--- src/hdl/spof_pkg.sv ---
// Shared constants and carrier types of the sensor pixel output formatter.
// Assumes one clock domain; every field position and reset value lives here.
package spof_pkg;

    // ------------------------------------------------------------------
    // Register map (byte addresses)
    // ------------------------------------------------------------------
    localparam logic [7:0] SPOF_OFS_CTRL = 8'h00;
    localparam logic [7:0] SPOF_OFS_DECIM = 8'h04;
    localparam logic [7:0] SPOF_OFS_HTIME = 8'h08;
    localparam logic [7:0] SPOF_OFS_VTIME = 8'h0C;
    localparam logic [7:0] SPOF_OFS_STATUS = 8'h10;

    // CTRL bit positions
    localparam int SPOF_CTRL_WIDTH12 = 0;
    localparam int SPOF_CTRL_DOWNSHIFT = 1;
    localparam int SPOF_CTRL_EMBED = 2;
    localparam int SPOF_CTRL_DVMODE = 3;
    localparam int SPOF_CTRL_STROBE_LSB = 4;
    localparam int SPOF_CTRL_INV_LINE = 6;
    localparam int SPOF_CTRL_INV_FRAME = 7;
    localparam int SPOF_CTRL_INV_STROBE = 8;
    localparam int SPOF_CTRL_DARK_OUT = 9;
    localparam int SPOF_CTRL_ALL_PHYS = 10;
    localparam int SPOF_CTRL_BLACK_ROWS = 11;
    // DECIM, HTIME, VTIME and STATUS field positions
    localparam int SPOF_DEC_SUBC_LSB = 0;
    localparam int SPOF_DEC_SUBR_LSB = 4;
    localparam int SPOF_DEC_BINC_LSB = 8;
    localparam int SPOF_DEC_BINR_LSB = 12;
    localparam int SPOF_TIME_ACT_LSB = 0;
    localparam int SPOF_TIME_BLANK_LSB = 16;
    localparam int SPOF_STAT_ROW_LSB = 0;
    localparam int SPOF_STAT_FRAME_LSB = 16;
    localparam int SPOF_STAT_FRAME_BLANK_ROWS = 31;

    // Reset values: 12-bit, data-valid signalling, strobe mode 10, full array
    localparam logic [31:0] SPOF_CTRL_RST = 32'h0000_0029;
    localparam logic [31:0] SPOF_DECIM_RST = 32'h0000_1111;
    localparam logic [31:0] SPOF_HTIME_RST = 32'h0010_0820;
    localparam logic [31:0] SPOF_VTIME_RST = 32'h0008_0620;
    // Writable bits of each register; the rest read as zero
    localparam logic [31:0] SPOF_CTRL_MASK = 32'h0000_0FFF;
    localparam logic [31:0] SPOF_DECIM_MASK = 32'h0000_7777;
    localparam logic [31:0] SPOF_TIME_MASK = 32'h0FFF_0FFF;

    // ------------------------------------------------------------------
    // Array geometry and embedded sync words
    // ------------------------------------------------------------------
    localparam logic [12:0] SPOF_DARK_SLOTS = 13'h0018;
    localparam logic [11:0] SPOF_BORDER = 12'h00C;
    localparam logic [11:0] SPOF_LINE_BLANK_INTERVAL_MIN = 12'h008;
    localparam logic [12:0] SPOF_SYNC_LEN = 13'h0004;
    localparam logic [7:0] SPOF_SYNC_PREFIX = 8'hFF;
    localparam logic [7:0] SPOF_SYNC_ZERO = 8'h00;
    localparam logic [7:0] SPOF_PIX_REMAP = 8'hFE;
    localparam logic [7:0] SPOF_CODE_ROW_START = 8'h00;
    localparam logic [7:0] SPOF_CODE_ROW_END = 8'h01;
    localparam logic [7:0] SPOF_CODE_FRAME_START = 8'h02;
    localparam logic [7:0] SPOF_CODE_FRAME_END = 8'h03;
    // Pixel strobe modes
    localparam logic [1:0] SPOF_STB_ROW = 2'b00;
    localparam logic [1:0] SPOF_STB_QUAL = 2'b01;
    localparam logic [1:0] SPOF_STB_NOINV = 2'b10;
    localparam logic [1:0] SPOF_STB_ALL = 2'b11;
    // Colour tags on pixel_colour
    localparam logic [1:0] SPOF_COL_GREEN = 2'b00;
    localparam logic [1:0] SPOF_COL_RED = 2'b01;
    localparam logic [1:0] SPOF_COL_BLUE = 2'b10;

    typedef struct packed {
        logic width12;
        logic downshift;
        logic embed;
        logic dv_mode;
        logic [1:0] strobe_mode;
        logic inv_line;
        logic inv_frame;
        logic inv_strobe;
        logic dark_out;
        logic all_phys;
        logic black_rows;
        logic [3:0] sub_col;
        logic [3:0] sub_row;
        logic [2:0] bin_col;
        logic [2:0] bin_row;
        logic [11:0] cols;
        logic [11:0] line_blank_interval;
        logic [11:0] rows;
        logic [11:0] frame_blank_rows;
    } spof_cfg_t;

    typedef struct packed {
        logic [11:0] row;
        logic [11:0] frame_cnt;
        logic in_frame_blank_rows;
    } spof_status_t;

    typedef struct packed {
        logic half;
        logic [3:0] phase;
    } spof_keep_state_t;

endpackage

--- src/hdl/spof_formatter.sv ---
// Sensor pixel output formatter: row/frame timing, decimation, sync and bus.
// Assumes raw_pixel carries the array sample of the current slot each clock.
//
// Implementation choices: the APB register port and the placing of the registers.
`timescale 1ns/10ps
`default_nettype none
module spof_formatter (
    input wire logic clk,
    input wire logic rstn,
    input wire logic [7:0] paddr,
    input wire logic psel,
    input wire logic penable,
    input wire logic pwrite,
    input wire logic [31:0] pwdata,
    output logic [31:0] prdata,
    output logic pready,
    output logic pslverr,
    input wire logic [11:0] raw_pixel,
    output logic [11:0] pixel_bus,
    output logic line_sync,
    output logic frame_sync,
    output logic pixel_strobe,
    output logic [1:0] pixel_colour
);
    // ------------------------------------------------------------------
    // State
    // ------------------------------------------------------------------
    typedef struct packed {
        logic [12:0] slot;
        logic [12:0] row;
        logic [11:0] frame_cnt;
        logic [11:0] pixel_bus;
        logic line_sync;
        logic frame_sync;
        logic pixel_strobe;
        logic [1:0] colour;
    } spof_fmt_state_t;

    spof_fmt_state_t st_r;
    spof_fmt_state_t st_nxt;
    spof_pkg::spof_cfg_t cfg;
    spof_pkg::spof_status_t status;

    logic [12:0] line_len;
    logic [12:0] frame_len;
    logic [12:0] img_end;
    logic [11:0] col;
    logic [12:0] hpos;
    logic slot_last;
    logic row_last;
    logic in_dark;
    logic in_array;
    logic in_line_blank_interval;
    logic row_active;
    logic col_border;
    logic row_border;
    logic col_ok;
    logic row_ok;
    logic col_keep;
    logic row_keep;
    logic row_out;
    logic pix_valid;
    logic dark_valid;
    logic valid;
    logic sync_end;
    logic sync_start;
    logic [1:0] sync_idx;
    logic [7:0] sync_word;
    logic [7:0] pix8;
    logic [11:0] bus_val;
    logic line_lvl;
    logic frame_lvl;
    logic strobe_lvl;
    logic [3:0] col_period;
    logic [3:0] row_period;
    logic last_active;
    logic next_active;
    logic col_odd;
    logic [1:0] colour_val;

    // ------------------------------------------------------------------
    // Registers
    // ------------------------------------------------------------------
    spof_apb_regs u_regs (
        .clk(clk),
        .rstn(rstn),
        .paddr(paddr),
        .psel(psel),
        .penable(penable),
        .pwrite(pwrite),
        .pwdata(pwdata),
        .prdata(prdata),
        .pready(pready),
        .pslverr(pslverr),
        .status(status),
        .cfg(cfg)
    );

    // ------------------------------------------------------------------
    // Decimators
    // ------------------------------------------------------------------
    // Binning skips the pairs it would combine; subsampling applies without it
    // A period of 0 or 1 keeps every pair
    always_comb begin
        if (cfg.bin_col > 3'd1) begin
            col_period = {1'b0, cfg.bin_col};
        end else begin
            col_period = cfg.sub_col;
        end
        if (cfg.bin_row > 3'd1) begin
            row_period = {1'b0, cfg.bin_row};
        end else begin
            row_period = cfg.sub_row;
        end
    end

    spof_pair_keep u_col_keep (
        .clk(clk),
        .rstn(rstn),
        .restart(slot_last),
        .step(in_array),
        .period(col_period),
        .keep(col_keep)
    );

    spof_pair_keep u_row_keep (
        .clk(clk),
        .rstn(rstn),
        .restart(slot_last & row_last),
        .step(slot_last & row_active),
        .period(row_period),
        .keep(row_keep)
    );

    // ------------------------------------------------------------------
    // Slot decode
    // ------------------------------------------------------------------
    always_comb begin
        line_len = spof_pkg::SPOF_DARK_SLOTS + {1'b0, cfg.cols} + {1'b0, cfg.line_blank_interval};
        frame_len = {1'b0, cfg.rows} + {1'b0, cfg.frame_blank_rows};
        img_end = spof_pkg::SPOF_DARK_SLOTS + {1'b0, cfg.cols};
        slot_last = (st_r.slot == line_len - 13'd1);
        row_last = (st_r.row == frame_len - 13'd1);
        in_dark = (st_r.slot < spof_pkg::SPOF_DARK_SLOTS);
        in_array = !in_dark && (st_r.slot < img_end);
        in_line_blank_interval = !in_dark && !in_array;
        col = 12'(st_r.slot - spof_pkg::SPOF_DARK_SLOTS);
        hpos = st_r.slot - img_end;
        row_active = (st_r.row < {1'b0, cfg.rows});
        // Arrays under two borders wide count as border throughout
        col_border = (col < spof_pkg::SPOF_BORDER) || (col >= cfg.cols - spof_pkg::SPOF_BORDER);
        row_border = (st_r.row[11:0] < spof_pkg::SPOF_BORDER) ||
                     (st_r.row[11:0] >= cfg.rows - spof_pkg::SPOF_BORDER);
        col_ok = cfg.all_phys || !col_border;
        row_ok = cfg.all_phys || cfg.black_rows || !row_border;
        row_out = row_active && row_ok && row_keep;
        pix_valid = row_out && in_array && col_ok && col_keep;
        dark_valid = row_out && in_dark && cfg.dark_out;
        valid = pix_valid || dark_valid;
        last_active = (st_r.row == {1'b0, cfg.rows} - 13'd1);
        next_active = row_last || (st_r.row + 13'd1 < {1'b0, cfg.rows});
    end

    // ------------------------------------------------------------------
    // Embedded sync in line blanking
    // ------------------------------------------------------------------
    // End code leads the blanking; start code for the next row closes it,
    // so with blanking of at least 8 the two fields never overlap
    always_comb begin
        sync_end = cfg.embed && row_active && in_line_blank_interval && (hpos < spof_pkg::SPOF_SYNC_LEN);
        sync_start = cfg.embed && in_line_blank_interval && next_active &&
                     (hpos >= {1'b0, cfg.line_blank_interval} - spof_pkg::SPOF_SYNC_LEN);
        if (sync_end) begin
            sync_idx = hpos[1:0];
        end else begin
            sync_idx = 2'(hpos - ({1'b0, cfg.line_blank_interval} - spof_pkg::SPOF_SYNC_LEN));
        end
        case (sync_idx)
            2'd0: sync_word = spof_pkg::SPOF_SYNC_PREFIX;
            2'd1: sync_word = spof_pkg::SPOF_SYNC_ZERO;
            2'd2: sync_word = spof_pkg::SPOF_SYNC_ZERO;
            default: begin
                if (sync_end && last_active) begin
                    sync_word = spof_pkg::SPOF_CODE_FRAME_END;
                end else if (sync_end) begin
                    sync_word = spof_pkg::SPOF_CODE_ROW_END;
                end else if (row_last) begin
                    sync_word = spof_pkg::SPOF_CODE_FRAME_START;
                end else begin
                    sync_word = spof_pkg::SPOF_CODE_ROW_START;
                end
            end
        endcase
    end

    // ------------------------------------------------------------------
    // Pixel word formatting
    // ------------------------------------------------------------------
    always_comb begin
        pix8 = raw_pixel[11:4];
        if (cfg.embed && !cfg.width12 && pix8 == spof_pkg::SPOF_SYNC_PREFIX) begin
            pix8 = spof_pkg::SPOF_PIX_REMAP;
        end
        bus_val = 12'h000;
        if ((sync_end || sync_start) && cfg.downshift) begin
            bus_val = {4'h0, sync_word};
        end else if (sync_end || sync_start) begin
            bus_val = {sync_word, 4'h0};
        end else if (valid) begin
            if (cfg.width12 && cfg.downshift) begin
                bus_val = {4'h0, raw_pixel[11:4]};
            end else if (cfg.width12) begin
                bus_val = raw_pixel;
            end else if (cfg.downshift) begin
                bus_val = {4'h0, pix8};
            end else begin
                bus_val = {pix8, 4'h0};
            end
        end
    end

    // ------------------------------------------------------------------
    // Sync and strobe levels
    // ------------------------------------------------------------------
    // Syncs are driven from timing alone, so embedded codes never silence them
    always_comb begin
        frame_lvl = row_active;
        if (cfg.dv_mode) begin
            line_lvl = valid;
        end else begin
            line_lvl = !in_line_blank_interval;
        end
        // Image data only ever leaves while both levels are high
        if (!frame_lvl) begin
            line_lvl = cfg.dv_mode ? 1'b0 : line_lvl;
        end
        // In data-valid signalling, mode 11 trades receiver work for a clock that never stops
        if (!cfg.dv_mode) begin
            strobe_lvl = valid;
        end else begin
            case (cfg.strobe_mode)
                spof_pkg::SPOF_STB_ROW: strobe_lvl = row_active;
                spof_pkg::SPOF_STB_QUAL: strobe_lvl = valid;
                spof_pkg::SPOF_STB_NOINV: strobe_lvl = row_active && (in_line_blank_interval || valid);
                spof_pkg::SPOF_STB_ALL: strobe_lvl = 1'b1;
                default: strobe_lvl = valid;
            endcase
        end
    end

    // ------------------------------------------------------------------
    // Bayer colour tag
    // ------------------------------------------------------------------
    // Dark slots count as column 0, so a dark run shows a single colour
    always_comb begin
        col_odd = in_dark ? 1'b0 : col[0];
        if (!valid) begin
            colour_val = spof_pkg::SPOF_COL_GREEN;
        end else if (st_r.row[0] == col_odd) begin
            colour_val = spof_pkg::SPOF_COL_GREEN;
        end else if (st_r.row[0]) begin
            colour_val = spof_pkg::SPOF_COL_BLUE;
        end else begin
            colour_val = spof_pkg::SPOF_COL_RED;
        end
    end

    // ------------------------------------------------------------------
    // Next state
    // ------------------------------------------------------------------
    always_comb begin
        st_nxt = st_r;
        // Counters never restart on a config write, so a mid-line change gives one odd line
        if (slot_last) begin
            st_nxt.slot = 13'd0;
            if (row_last) begin
                st_nxt.row = 13'd0;
                st_nxt.frame_cnt = st_r.frame_cnt + 12'h001;
            end else begin
                st_nxt.row = st_r.row + 13'd1;
            end
        end else begin
            st_nxt.slot = st_r.slot + 13'd1;
        end
        st_nxt.pixel_bus = bus_val;
        st_nxt.line_sync = line_lvl ^ cfg.inv_line;
        st_nxt.frame_sync = frame_lvl ^ cfg.inv_frame;
        st_nxt.pixel_strobe = strobe_lvl ^ cfg.inv_strobe;
        st_nxt.colour = colour_val;
    end

    always_ff @(posedge clk or negedge rstn) begin
        if (!rstn) begin
            st_r <= '{slot: 13'd0,
                      row: 13'd0,
                      frame_cnt: 12'h000,
                      pixel_bus: 12'h000,
                      line_sync: 1'b0,
                      frame_sync: 1'b0,
                      pixel_strobe: 1'b0,
                      colour: spof_pkg::SPOF_COL_GREEN};
        end else begin
            st_r <= st_nxt;
        end
    end

    // ------------------------------------------------------------------
    // Outputs and status
    // ------------------------------------------------------------------
    assign pixel_bus = st_r.pixel_bus;
    assign line_sync = st_r.line_sync;
    assign frame_sync = st_r.frame_sync;
    assign pixel_strobe = st_r.pixel_strobe;
    assign pixel_colour = st_r.colour;

    always_comb begin
        status.row = st_r.row[11:0];
        status.frame_cnt = st_r.frame_cnt;
        status.in_frame_blank_rows = !row_active;
    end
endmodule
`default_nettype wire

--- src/hdl/spof_pair_keep.sv ---
// Bayer pair decimator: passes one pair out of every period pairs.
// Assumes step marks each element and restart comes before the first one.
`timescale 1ns/10ps
`default_nettype none
module spof_pair_keep (
    input wire logic clk,
    input wire logic rstn,
    input wire logic restart,
    input wire logic step,
    input wire logic [3:0] period,
    output logic keep
);
    spof_pkg::spof_keep_state_t st_r;
    spof_pkg::spof_keep_state_t st_nxt;

    // Phase only moves after the second element of a pair, keeping colour order
    always_comb begin
        st_nxt = st_r;
        if (restart) begin
            st_nxt = '0;
        end else if (step) begin
            st_nxt.half = ~st_r.half;
            if (st_r.half) begin
                if (st_r.phase + 4'h1 >= period) begin
                    st_nxt.phase = 4'h0;
                end else begin
                    st_nxt.phase = st_r.phase + 4'h1;
                end
            end
        end
    end

    always_ff @(posedge clk or negedge rstn) begin
        if (!rstn) begin
            st_r <= '0;
        end else begin
            st_r <= st_nxt;
        end
    end

    assign keep = (st_r.phase == 4'h0);
endmodule
`default_nettype wire

--- src/hdl/spof_apb_regs.sv ---
// APB register file of the formatter: configuration out, status in.
// Assumes an APB master; one access phase per transfer, all answers registered.
`timescale 1ns/10ps
`default_nettype none
module spof_apb_regs (
    input wire logic clk,
    input wire logic rstn,
    input wire logic [7:0] paddr,
    input wire logic psel,
    input wire logic penable,
    input wire logic pwrite,
    input wire logic [31:0] pwdata,
    output logic [31:0] prdata,
    output logic pready,
    output logic pslverr,
    input wire spof_pkg::spof_status_t status,
    output spof_pkg::spof_cfg_t cfg
);
    typedef struct packed {
        logic [31:0] ctrl;
        logic [31:0] decim;
        logic [31:0] htime;
        logic [31:0] vtime;
        logic [31:0] prdata;
        logic pready;
        logic pslverr;
    } spof_regs_t;

    spof_regs_t st_r;
    spof_regs_t st_nxt;
    logic [31:0] rd;
    logic hit;
    logic [31:0] hw;

    always_comb begin
        st_nxt = st_r;
        rd = 32'h0000_0000;
        hit = 1'b1;
        hw = pwdata & spof_pkg::SPOF_TIME_MASK;
        // Too short a blanking would not hold two sync fields
        if (hw[spof_pkg::SPOF_TIME_BLANK_LSB +: 12] < spof_pkg::SPOF_LINE_BLANK_INTERVAL_MIN) begin
            hw[spof_pkg::SPOF_TIME_BLANK_LSB +: 12] = spof_pkg::SPOF_LINE_BLANK_INTERVAL_MIN;
        end
        case (paddr)
            spof_pkg::SPOF_OFS_CTRL: rd = st_r.ctrl;
            spof_pkg::SPOF_OFS_DECIM: rd = st_r.decim;
            spof_pkg::SPOF_OFS_HTIME: rd = st_r.htime;
            spof_pkg::SPOF_OFS_VTIME: rd = st_r.vtime;
            spof_pkg::SPOF_OFS_STATUS: begin
                rd[spof_pkg::SPOF_STAT_ROW_LSB +: 12] = status.row;
                rd[spof_pkg::SPOF_STAT_FRAME_LSB +: 12] = status.frame_cnt;
                rd[spof_pkg::SPOF_STAT_FRAME_BLANK_ROWS] = status.in_frame_blank_rows;
            end
            default: hit = 1'b0;
        endcase
        // Answer is prepared in the setup cycle and shown in the access cycle
        st_nxt.pready = psel & ~penable;
        if (psel && !penable) begin
            st_nxt.prdata = pwrite ? 32'h0000_0000 : rd;
            st_nxt.pslverr = ~hit;
        end
        if (psel && penable && st_r.pready && pwrite) begin
            case (paddr)
                spof_pkg::SPOF_OFS_CTRL: st_nxt.ctrl = pwdata & spof_pkg::SPOF_CTRL_MASK;
                spof_pkg::SPOF_OFS_DECIM: st_nxt.decim = pwdata & spof_pkg::SPOF_DECIM_MASK;
                spof_pkg::SPOF_OFS_HTIME: st_nxt.htime = hw;
                spof_pkg::SPOF_OFS_VTIME: st_nxt.vtime = pwdata & spof_pkg::SPOF_TIME_MASK;
                default: st_nxt.ctrl = st_r.ctrl;
            endcase
        end
    end

    always_ff @(posedge clk or negedge rstn) begin
        if (!rstn) begin
            st_r <= '{ctrl: spof_pkg::SPOF_CTRL_RST, decim: spof_pkg::SPOF_DECIM_RST,
                      htime: spof_pkg::SPOF_HTIME_RST, vtime: spof_pkg::SPOF_VTIME_RST,
                      prdata: 32'h0000_0000, pready: 1'b0, pslverr: 1'b0};
        end else begin
            st_r <= st_nxt;
        end
    end

    assign prdata = st_r.prdata;
    assign pready = st_r.pready;
    assign pslverr = st_r.pslverr;

    always_comb begin
        cfg.width12 = st_r.ctrl[spof_pkg::SPOF_CTRL_WIDTH12];
        cfg.downshift = st_r.ctrl[spof_pkg::SPOF_CTRL_DOWNSHIFT];
        cfg.embed = st_r.ctrl[spof_pkg::SPOF_CTRL_EMBED];
        cfg.dv_mode = st_r.ctrl[spof_pkg::SPOF_CTRL_DVMODE];
        cfg.strobe_mode = st_r.ctrl[spof_pkg::SPOF_CTRL_STROBE_LSB +: 2];
        cfg.inv_line = st_r.ctrl[spof_pkg::SPOF_CTRL_INV_LINE];
        cfg.inv_frame = st_r.ctrl[spof_pkg::SPOF_CTRL_INV_FRAME];
        cfg.inv_strobe = st_r.ctrl[spof_pkg::SPOF_CTRL_INV_STROBE];
        cfg.dark_out = st_r.ctrl[spof_pkg::SPOF_CTRL_DARK_OUT];
        cfg.all_phys = st_r.ctrl[spof_pkg::SPOF_CTRL_ALL_PHYS];
        cfg.black_rows = st_r.ctrl[spof_pkg::SPOF_CTRL_BLACK_ROWS];
        cfg.sub_col = st_r.decim[spof_pkg::SPOF_DEC_SUBC_LSB +: 4];
        cfg.sub_row = st_r.decim[spof_pkg::SPOF_DEC_SUBR_LSB +: 4];
        cfg.bin_col = st_r.decim[spof_pkg::SPOF_DEC_BINC_LSB +: 3];
        cfg.bin_row = st_r.decim[spof_pkg::SPOF_DEC_BINR_LSB +: 3];
        cfg.cols = st_r.htime[spof_pkg::SPOF_TIME_ACT_LSB +: 12];
        cfg.line_blank_interval = st_r.htime[spof_pkg::SPOF_TIME_BLANK_LSB +: 12];
        cfg.rows = st_r.vtime[spof_pkg::SPOF_TIME_ACT_LSB +: 12];
        cfg.frame_blank_rows = st_r.vtime[spof_pkg::SPOF_TIME_BLANK_LSB +: 12];
    end
endmodule
`default_nettype wire

--- config.mk ---
export PLATFORM = sky130hd
export DESIGN_NAME = spof_formatter
export DESIGN_NICKNAME = d
export VERILOG_FILES = /design/src/hdl/spof_pkg.sv /design/src/hdl/spof_formatter.sv /design/src/hdl/spof_pair_keep.sv /design/src/hdl/spof_apb_regs.sv
export SDC_FILE = /design/constraint.sdc
export NUM_CORES = 1
export LEC_CHECK = 0
export BUFFER_PORTS_ARGS = -buffer_cell sky130_fd_sc_hd__buf_2
export CAP_MARGIN = 10
export CORE_MARGIN = 2
export CORE_UTILIZATION = 35
export DETAILED_ROUTE_END_ITERATION = 10
export HOLD_SLACK_MARGIN = 0.02
export PLACE_DENSITY = 0.51
export SYNTH_ARGS = -nofsm -noshare
export SYNTH_HDL_FRONTEND = slang
export SYNTH_SLANG_ARGS = --single-unit
--- constraint.sdc ---
create_clock -name clk -period 7.1 [get_ports clk]
set_input_delay 1.42 -clock clk [delete_from_list [all_inputs] [get_ports clk]]
set_output_delay 1.42 -clock clk [all_outputs]
set_load 0.005 [all_outputs]
-- Yosys cells after proc, flatten, opt, wreduce, memory -nomap -nowiden
Index checks and enable logic that the tools add are counted.
- bits in registers: 171
- output and inout bits: 51
- input port bits: 57
- word-level logic and storage cells: 175
- add/subtract/negate cells: 17
- reduce and logical (&&, ||, !) cells: 60
- magnitude comparators: 15
- mux-type cells: 40
- equal/unequal tests: 14
- bitwise operators: 10
- operators with widths (operator ; count):
    $mux W12 ; 7
    $pmux W12 S5 ; 1
    $eq A13 B13 Y1 ; 3
    $lt A12 B4 Y1 const B ; 3
    $pmux W12 S3 ; 1
    $mux W32 ; 1
    $add A13 B1 Y13 const B ; 2
    $lt A13 B12 Y1 ; 2
    $mux W13 ; 2
    $sub A13 B1 Y13 const B ; 2
    $logic_and A1 B1 Y1 ; 25
    $ge A12 B12 Y1 ; 2
    $sub A12 B4 Y12 const B ; 2
    $mux W5 ; 4
    $eq A8 B4 Y1 const B ; 2
    $mux W4 ; 4
    $pmux W8 S2 ; 1
    $mux W2 ; 7
    $reduce_and A2 Y1 ; 7
    $add A12 B12 Y13 ; 1
    $add A13 B12 Y13 ; 1
    $add A5 B12 Y13 const A ; 1
    $ge A13 B13 Y1 ; 1
    $lt A13 B13 Y1 ; 1
    other kinds (32) ; 73

-- Logic depth before layout (Yosys ltp)
- depth after elaboration: 16
- gate-level depth with buffers: 23
- gate-level depth less buffers: 21

-- By module
A second synthesis with hierarchy kept.
- cells, all modules: 1495
- area, all modules: 13839.5 µm²
- modules (own cells, without submodules) (module ; sequential area each (µm²) ; area each (µm²) ; times used ; cells each):
    spof_formatter ; 1376.3 ; 8365.5 ; 1 ; 1059
    spof_apb_regs ; 2570.0 ; 4675.7 ; 1 ; 352
    spof_pair_keep ; 125.1 ; 399.1 ; 2 ; 42

-- Worst setup path before layout
No wires, ideal clock.
- kind: register -> register
- start: register u_regs.st_r (netlist bit u_regs.cfg[40])
- end: register st_r[40] (netlist bit)
- stages on the path, launching flop included: 19
- path buffers: 2
- data required time: 7.034 ns
- path slack: 3.243 ns
- arrival: 3.791 ns
- clock period less this slack: 3.857 ns
- setup time: 0.066 ns
- cell sequence: dfrtp_1 clkbuf_1 inv_1 ha_1 nor2_1 xnor2_1 ha_1 inv_1 ha_1 nand2_1 o21a_1 o31a_1 or2_2 o211ai_1 nand3_1 nor4b_2 clkbuf_1 nand3_1 nand2_1
- longest elaborated chain between the ends: 4
- ends and longest elaborated chain (what ; line ; source):
    from (decl) ; spof_apb_regs.sv:29 ; spof_regs_t st_r;
    from (signal assigned) ; spof_apb_regs.sv:75 ; st_r <= '{ctrl: spof_pkg::SPOF_CTRL_RST, decim: spof_pkg::SPOF_DECIM_RST,
    from (signal assigned) ; spof_apb_regs.sv:79 ; st_r <= st_nxt;
    $add A5 B12 Y13 ; spof_formatter.sv:139 ; line_len = spof_pkg::SPOF_DARK_SLOTS + {1'b0, cfg.cols} + {1'b0, cfg.line_blank_interval};
    $add A13 B12 Y13 ; spof_formatter.sv:139 ;
    $sub A13 B1 Y13 ; spof_formatter.sv:142 ; slot_last = (st_r.slot == line_len - 13'd1);
    $eq A13 B13 Y1 ; spof_formatter.sv:142 ;
    to (signal assigned) ; spof_formatter.sv:294 ; st_r <= '{slot: 13'd0,
    to (signal assigned) ; spof_formatter.sv:303 ; st_r <= st_nxt;
    to (decl) ; spof_formatter.sv:39 ; spof_fmt_state_t st_r;
No other way between the ends.
A chain may end at the register's enable or synchronous reset.

-- Final worst setup path
- start: register u_regs.st_r (netlist bit u_regs.cfg[40])
- end: register st_r (netlist bit pixel_bus[0])
- longest elaborated chain between the ends: 12
- elaborated cells between the ends (all ways): 36
- those cells by class: add/sub: 3; order compare: 4; eq/ne: 2; mux: 7; reduce/logical: 20
- ends and longest elaborated chain (what ; line ; source):
    parallel branches: the longest is 11 deep, another holds $add A5 B12 Y13 ; n/a ;
    $mux W12 (*) ; spof_formatter.sv:205 ; if ((sync_end || sync_start) && cfg.downshift) begin
    net bus_val[0] ; spof_formatter.sv:70 ; logic [11:0] bus_val;
Mark *: on every way through the listed nets, which the timed path passes.

==> results.sh <==
export IMPL_status="complete, no violations"
export IMPL_cts_hold_buf=0
export IMPL_grt_pass1_wl_um=64800
export IMPL_fin_nets=1785
export IMPL_fill_cells=4046
export IMPL_total_leakage_power_nw=7.04
export IMPL_track_usage=0.206
export IMPL_synth_top_family_by_area="simple AND/OR/NAND/NOR gates"
export IMPL_r2r_start="u_regs.cfg[40]"
export IMPL_grt_overflow_total=0
export IMPL_min_path_cells=1
export IMPL_synth_seq_cells=167
export IMPL_placed_cell_area_um2=14500
export IMPL_via_per_inst=5.35
export IMPL_post_cts_resized=0
export IMPL_synthArstFlopShare=1.00
export IMPL_drt_wl_total_um=41300
export IMPL_diodes=0
export IMPL_holdCritStartpoint="st_r[28]"
export IMPL_p_per_area_nw_per_um2=159
export IMPL_routed_wire_length_per_instance_um=19.5
export IMPL_max_freq_mhz=201
export IMPL_reg2regPathDepth=20
export IMPL_timing_final_crit_share=0.701
export IMPL_yosysWarnings=0
export IMPL_synth_compound_area_share=0.166
export IMPL_critical_path_class="register to register"
export IMPL_postCtsSetupRepairBufs=0
export IMPL_synthSimpleGateAreaFrac=0.173
export IMPL_ys_seq_area_frac=0.307
export IMPL_die_area_um2=40600
export IMPL_rrSetupSlack_ns=2.12
export IMPL_final_max_slew_viol_count=0
export IMPL_antenna_found_initial=0
export IMPL_core_area_um2=38600
export IMPL_clock_sinks=167
export IMPL_synth_xor_area_share=0.0839
export IMPL_cp_slowest_stage_delay_ns=0.54
export IMPL_dp_hpwl_um=32400
export IMPL_min_to="st_r[28]"
export IMPL_gp_congestion=0.896
export IMPL_cp_common_cell="ha_1"
export IMPL_cp_required_ns=7.45
export IMPL_fin_setup_tns_ns=0
export IMPL_setup_violations=0
export IMPL_hold_violations=0
export IMPL_synthAdderAreaFrac=0.131
export IMPL_start_kind="register"
export IMPL_synth_cells=1546
export IMPL_grt_pass1_vias=11200
export IMPL_slowest_stage="dfrtp_1"
export IMPL_io_buffers=98
export IMPL_hold_class="register to register"
export IMPL_die_w_um=202
export IMPL_ys_flop_type="dfrtp_1"
export IMPL_start_util=0.354
export IMPL_die_height_um=202
export IMPL_fin_skew_ns=0.0138
export IMPL_synthMuxAreaShare=0.0695
export IMPL_grt_max_degree=70
export IMPL_cts_reportedPaths_clkPinSlew_ns=0.07
export IMPL_vdd_ir_drop_max_mv=0.172
export IMPL_worstReg2RegEnd="pixel_bus[0]"
export IMPL_maxCapViolCount=0
export IMPL_slew_headroom=0.138
export IMPL_num_rows=72
export IMPL_rsz0062_at_grt="false"
export IMPL_finalCriticalPeriod_ns=4.98
export IMPL_crit_arrival_ns=5.33
export IMPL_drt_iter0_drc=634
export IMPL_worst_slew_pin_slew_ns=1.28
export IMPL_drt_first_pass_iters=5
export IMPL_cts_max_level=4
export IMPL_final_util=0.391
export IMPL_drive_gt1_frac=0.153
export IMPL_worstPathCellList="inv_1, ha_1, nor2_1, and3_1, xnor2_1, ha_1, a21oi_1, nor2b_1, a211oi_1, o311a_1, inv_1, ha_1, nand4_1, nor4_1, a211oi_1, o21ai_0, o211ai_1, o21ai_2, nand2_1, o22ai_1"
export IMPL_syn_avg_cell_area_um2=8.84
export IMPL_synthToLayoutAreaGrowth_pct=10.2
export IMPL_synth_edf_count=0
export IMPL_insertion_delay_ns=0.45
export IMPL_vias=11300
export IMPL_cts_tree="done"
export IMPL_ant_nets=0
export IMPL_root_buffer="clkbuf_16"
export IMPL_clk_path_buf_depth=2
export IMPL_synth_cell_types=89
export IMPL_io_pins=108
export IMPL_cp_max_fo=9
export IMPL_drc=0
export IMPL_final_area_um2=15100
export IMPL_end_kind="register"
export IMPL_synth_area_um2=13700
export IMPL_cts_buffers=17
[Yosys cell counts (all sizes together), types with 7 or more instances]
library cell,number,area [µm²]
nand4,18,119
buf,31,209
nor2,82,315
o211ai,12,90.1
nor4,25,178
nor3,34,170
nand2,122,458
nand3,50,250
or2,9,56.3
dfrtp,153,3830
inv,125,469
o2bb2ai,7,61.3
or4,8,65.1
and3,23,146
o22ai,7,43.8
a21oi,70,350
nor2b,22,138
a31oi,10,62.6
xnor2,83,727
o21a,12,90.1
a21o,15,116
xor2,47,419
a211oi,14,105
nand2b,15,93.8
mux2,55,619
a22oi,16,120
o21ai,108,548
mux2i,33,330
ha,138,1730
clkbuf,60,265
or3,11,68.8
and2,11,70.1
a22o,16,140
dfstp,14,368
[metal layers]
metal	track usage	up-vias	part of all wire
li1	-	5566	-
met1	0.278	5563	0.47
met2	0.349	165	0.49
met3	0.0287	35	0.030
met4	0.0504	0	0.016
met5	0	-	0
[metrics by stage]
stage | hold WS [ns] | power, mW | worst slack [ns] | std cells
final | 0.482 | 2.39 | 2.12 | 2118
after global routing | 0.506 | 2.50 | 1.69 | 2118
after CTS | 0.488 | 2.41 | 2.21 | 2118
after detailed placement | 0.476 | 1.41 | 2.24 | 2086
after global placement | 0.464 | 1.41 | 2.30 | 2086
after floorplan | 0.445 | 1.27 | 3.24 | 1549
[layout by cell type, fill, tap and decap left out, types with 17 or more instances in the layout]
cell / synthesis / routed
xor2_1: 46 / 46
a21oi_1: 70 / 70
xnor2_1: 83 / 83
nand3_1: 50 / 50
ha_1: 138 / 138
clkbuf_16: 0 / 17
nor4_1: 23 / 23
nand2_1: 122 / 122
nor2_1: 81 / 81
and3_1: 21 / 21
mux2_2: 55 / 55
nor3_1: 34 / 33
buf_2: 5 / 97
o21ai_0: 105 / 105
dfrtp_1: 153 / 153
mux2i_1: 33 / 33
nand4_1: 17 / 17
inv_1: 125 / 125
nor2b_1: 22 / 22
[sequential cells by signal, summed over array words and instances (netlist names)]
register / count
u_regs.pslverr: 1
line_sync: 1
u_regs.pready: 1
u_col_keep.st_r: 5
u_row_keep.st_r: 5
u_regs.cfg: 72
st_r: 38
u_regs.prdata: 28
frame_sync: 1
pixel_strobe: 1
pixel_colour: 2
pixel_bus: 12
[kinds of logic after synthesis]
| family | count (synthesis) |
|---|---|
| multiplexers | 88 |
| other | 1 |
| XOR/XNOR | 130 |
| buffers and inverters | 216 |
| AND/OR/NAND/NOR | 457 |
| adder cells (fa/ha/maj) | 141 |
| flip-flops | 167 |
| AO/OA/AOI/OAI | 346 |
[critical path: cells and delay by family, from the launching register on]
kind	cells	cell delay [ns]
compound gates	8	1.96
simple gates	6	0.94
fa+ha+maj	3	0.94
flops	1	0.54
buf+inv	2	0.29
xor+xnor	1	0.19
[cell type report]
type,count,area [µm²],area share
inverter,125,469,0.0312
clock buffer,17,425,0.0282
multi-input combinational,1166,8550,0.568
tap,518,648,0.0430
clock inverter,15,185,0.0123
timing repair buffer,110,587,0.0390
sequential,167,4200,0.279
[power by group]
part / switching, mW / internal, mW / total [mW]
sequential: 0.0268 / 0.965 / 0.992
combinational: 0.246 / 0.160 / 0.406
clock: 0.457 / 0.535 / 0.992
[worst max-delay path by stage]
stage | from | to
final | u_regs.cfg[40] | pixel_bus[0]
after global placement | u_regs.cfg[39] | pixel_bus[1]
after detailed placement | u_regs.cfg[40] | pixel_bus[2]
after floorplan | u_regs.cfg[40] | st_r[40]
after global routing | u_regs.cfg[40] | pixel_bus[0]
after CTS | u_regs.cfg[40] | pixel_bus[2]
No activity file was read; power rests on OpenSTA's default activity.
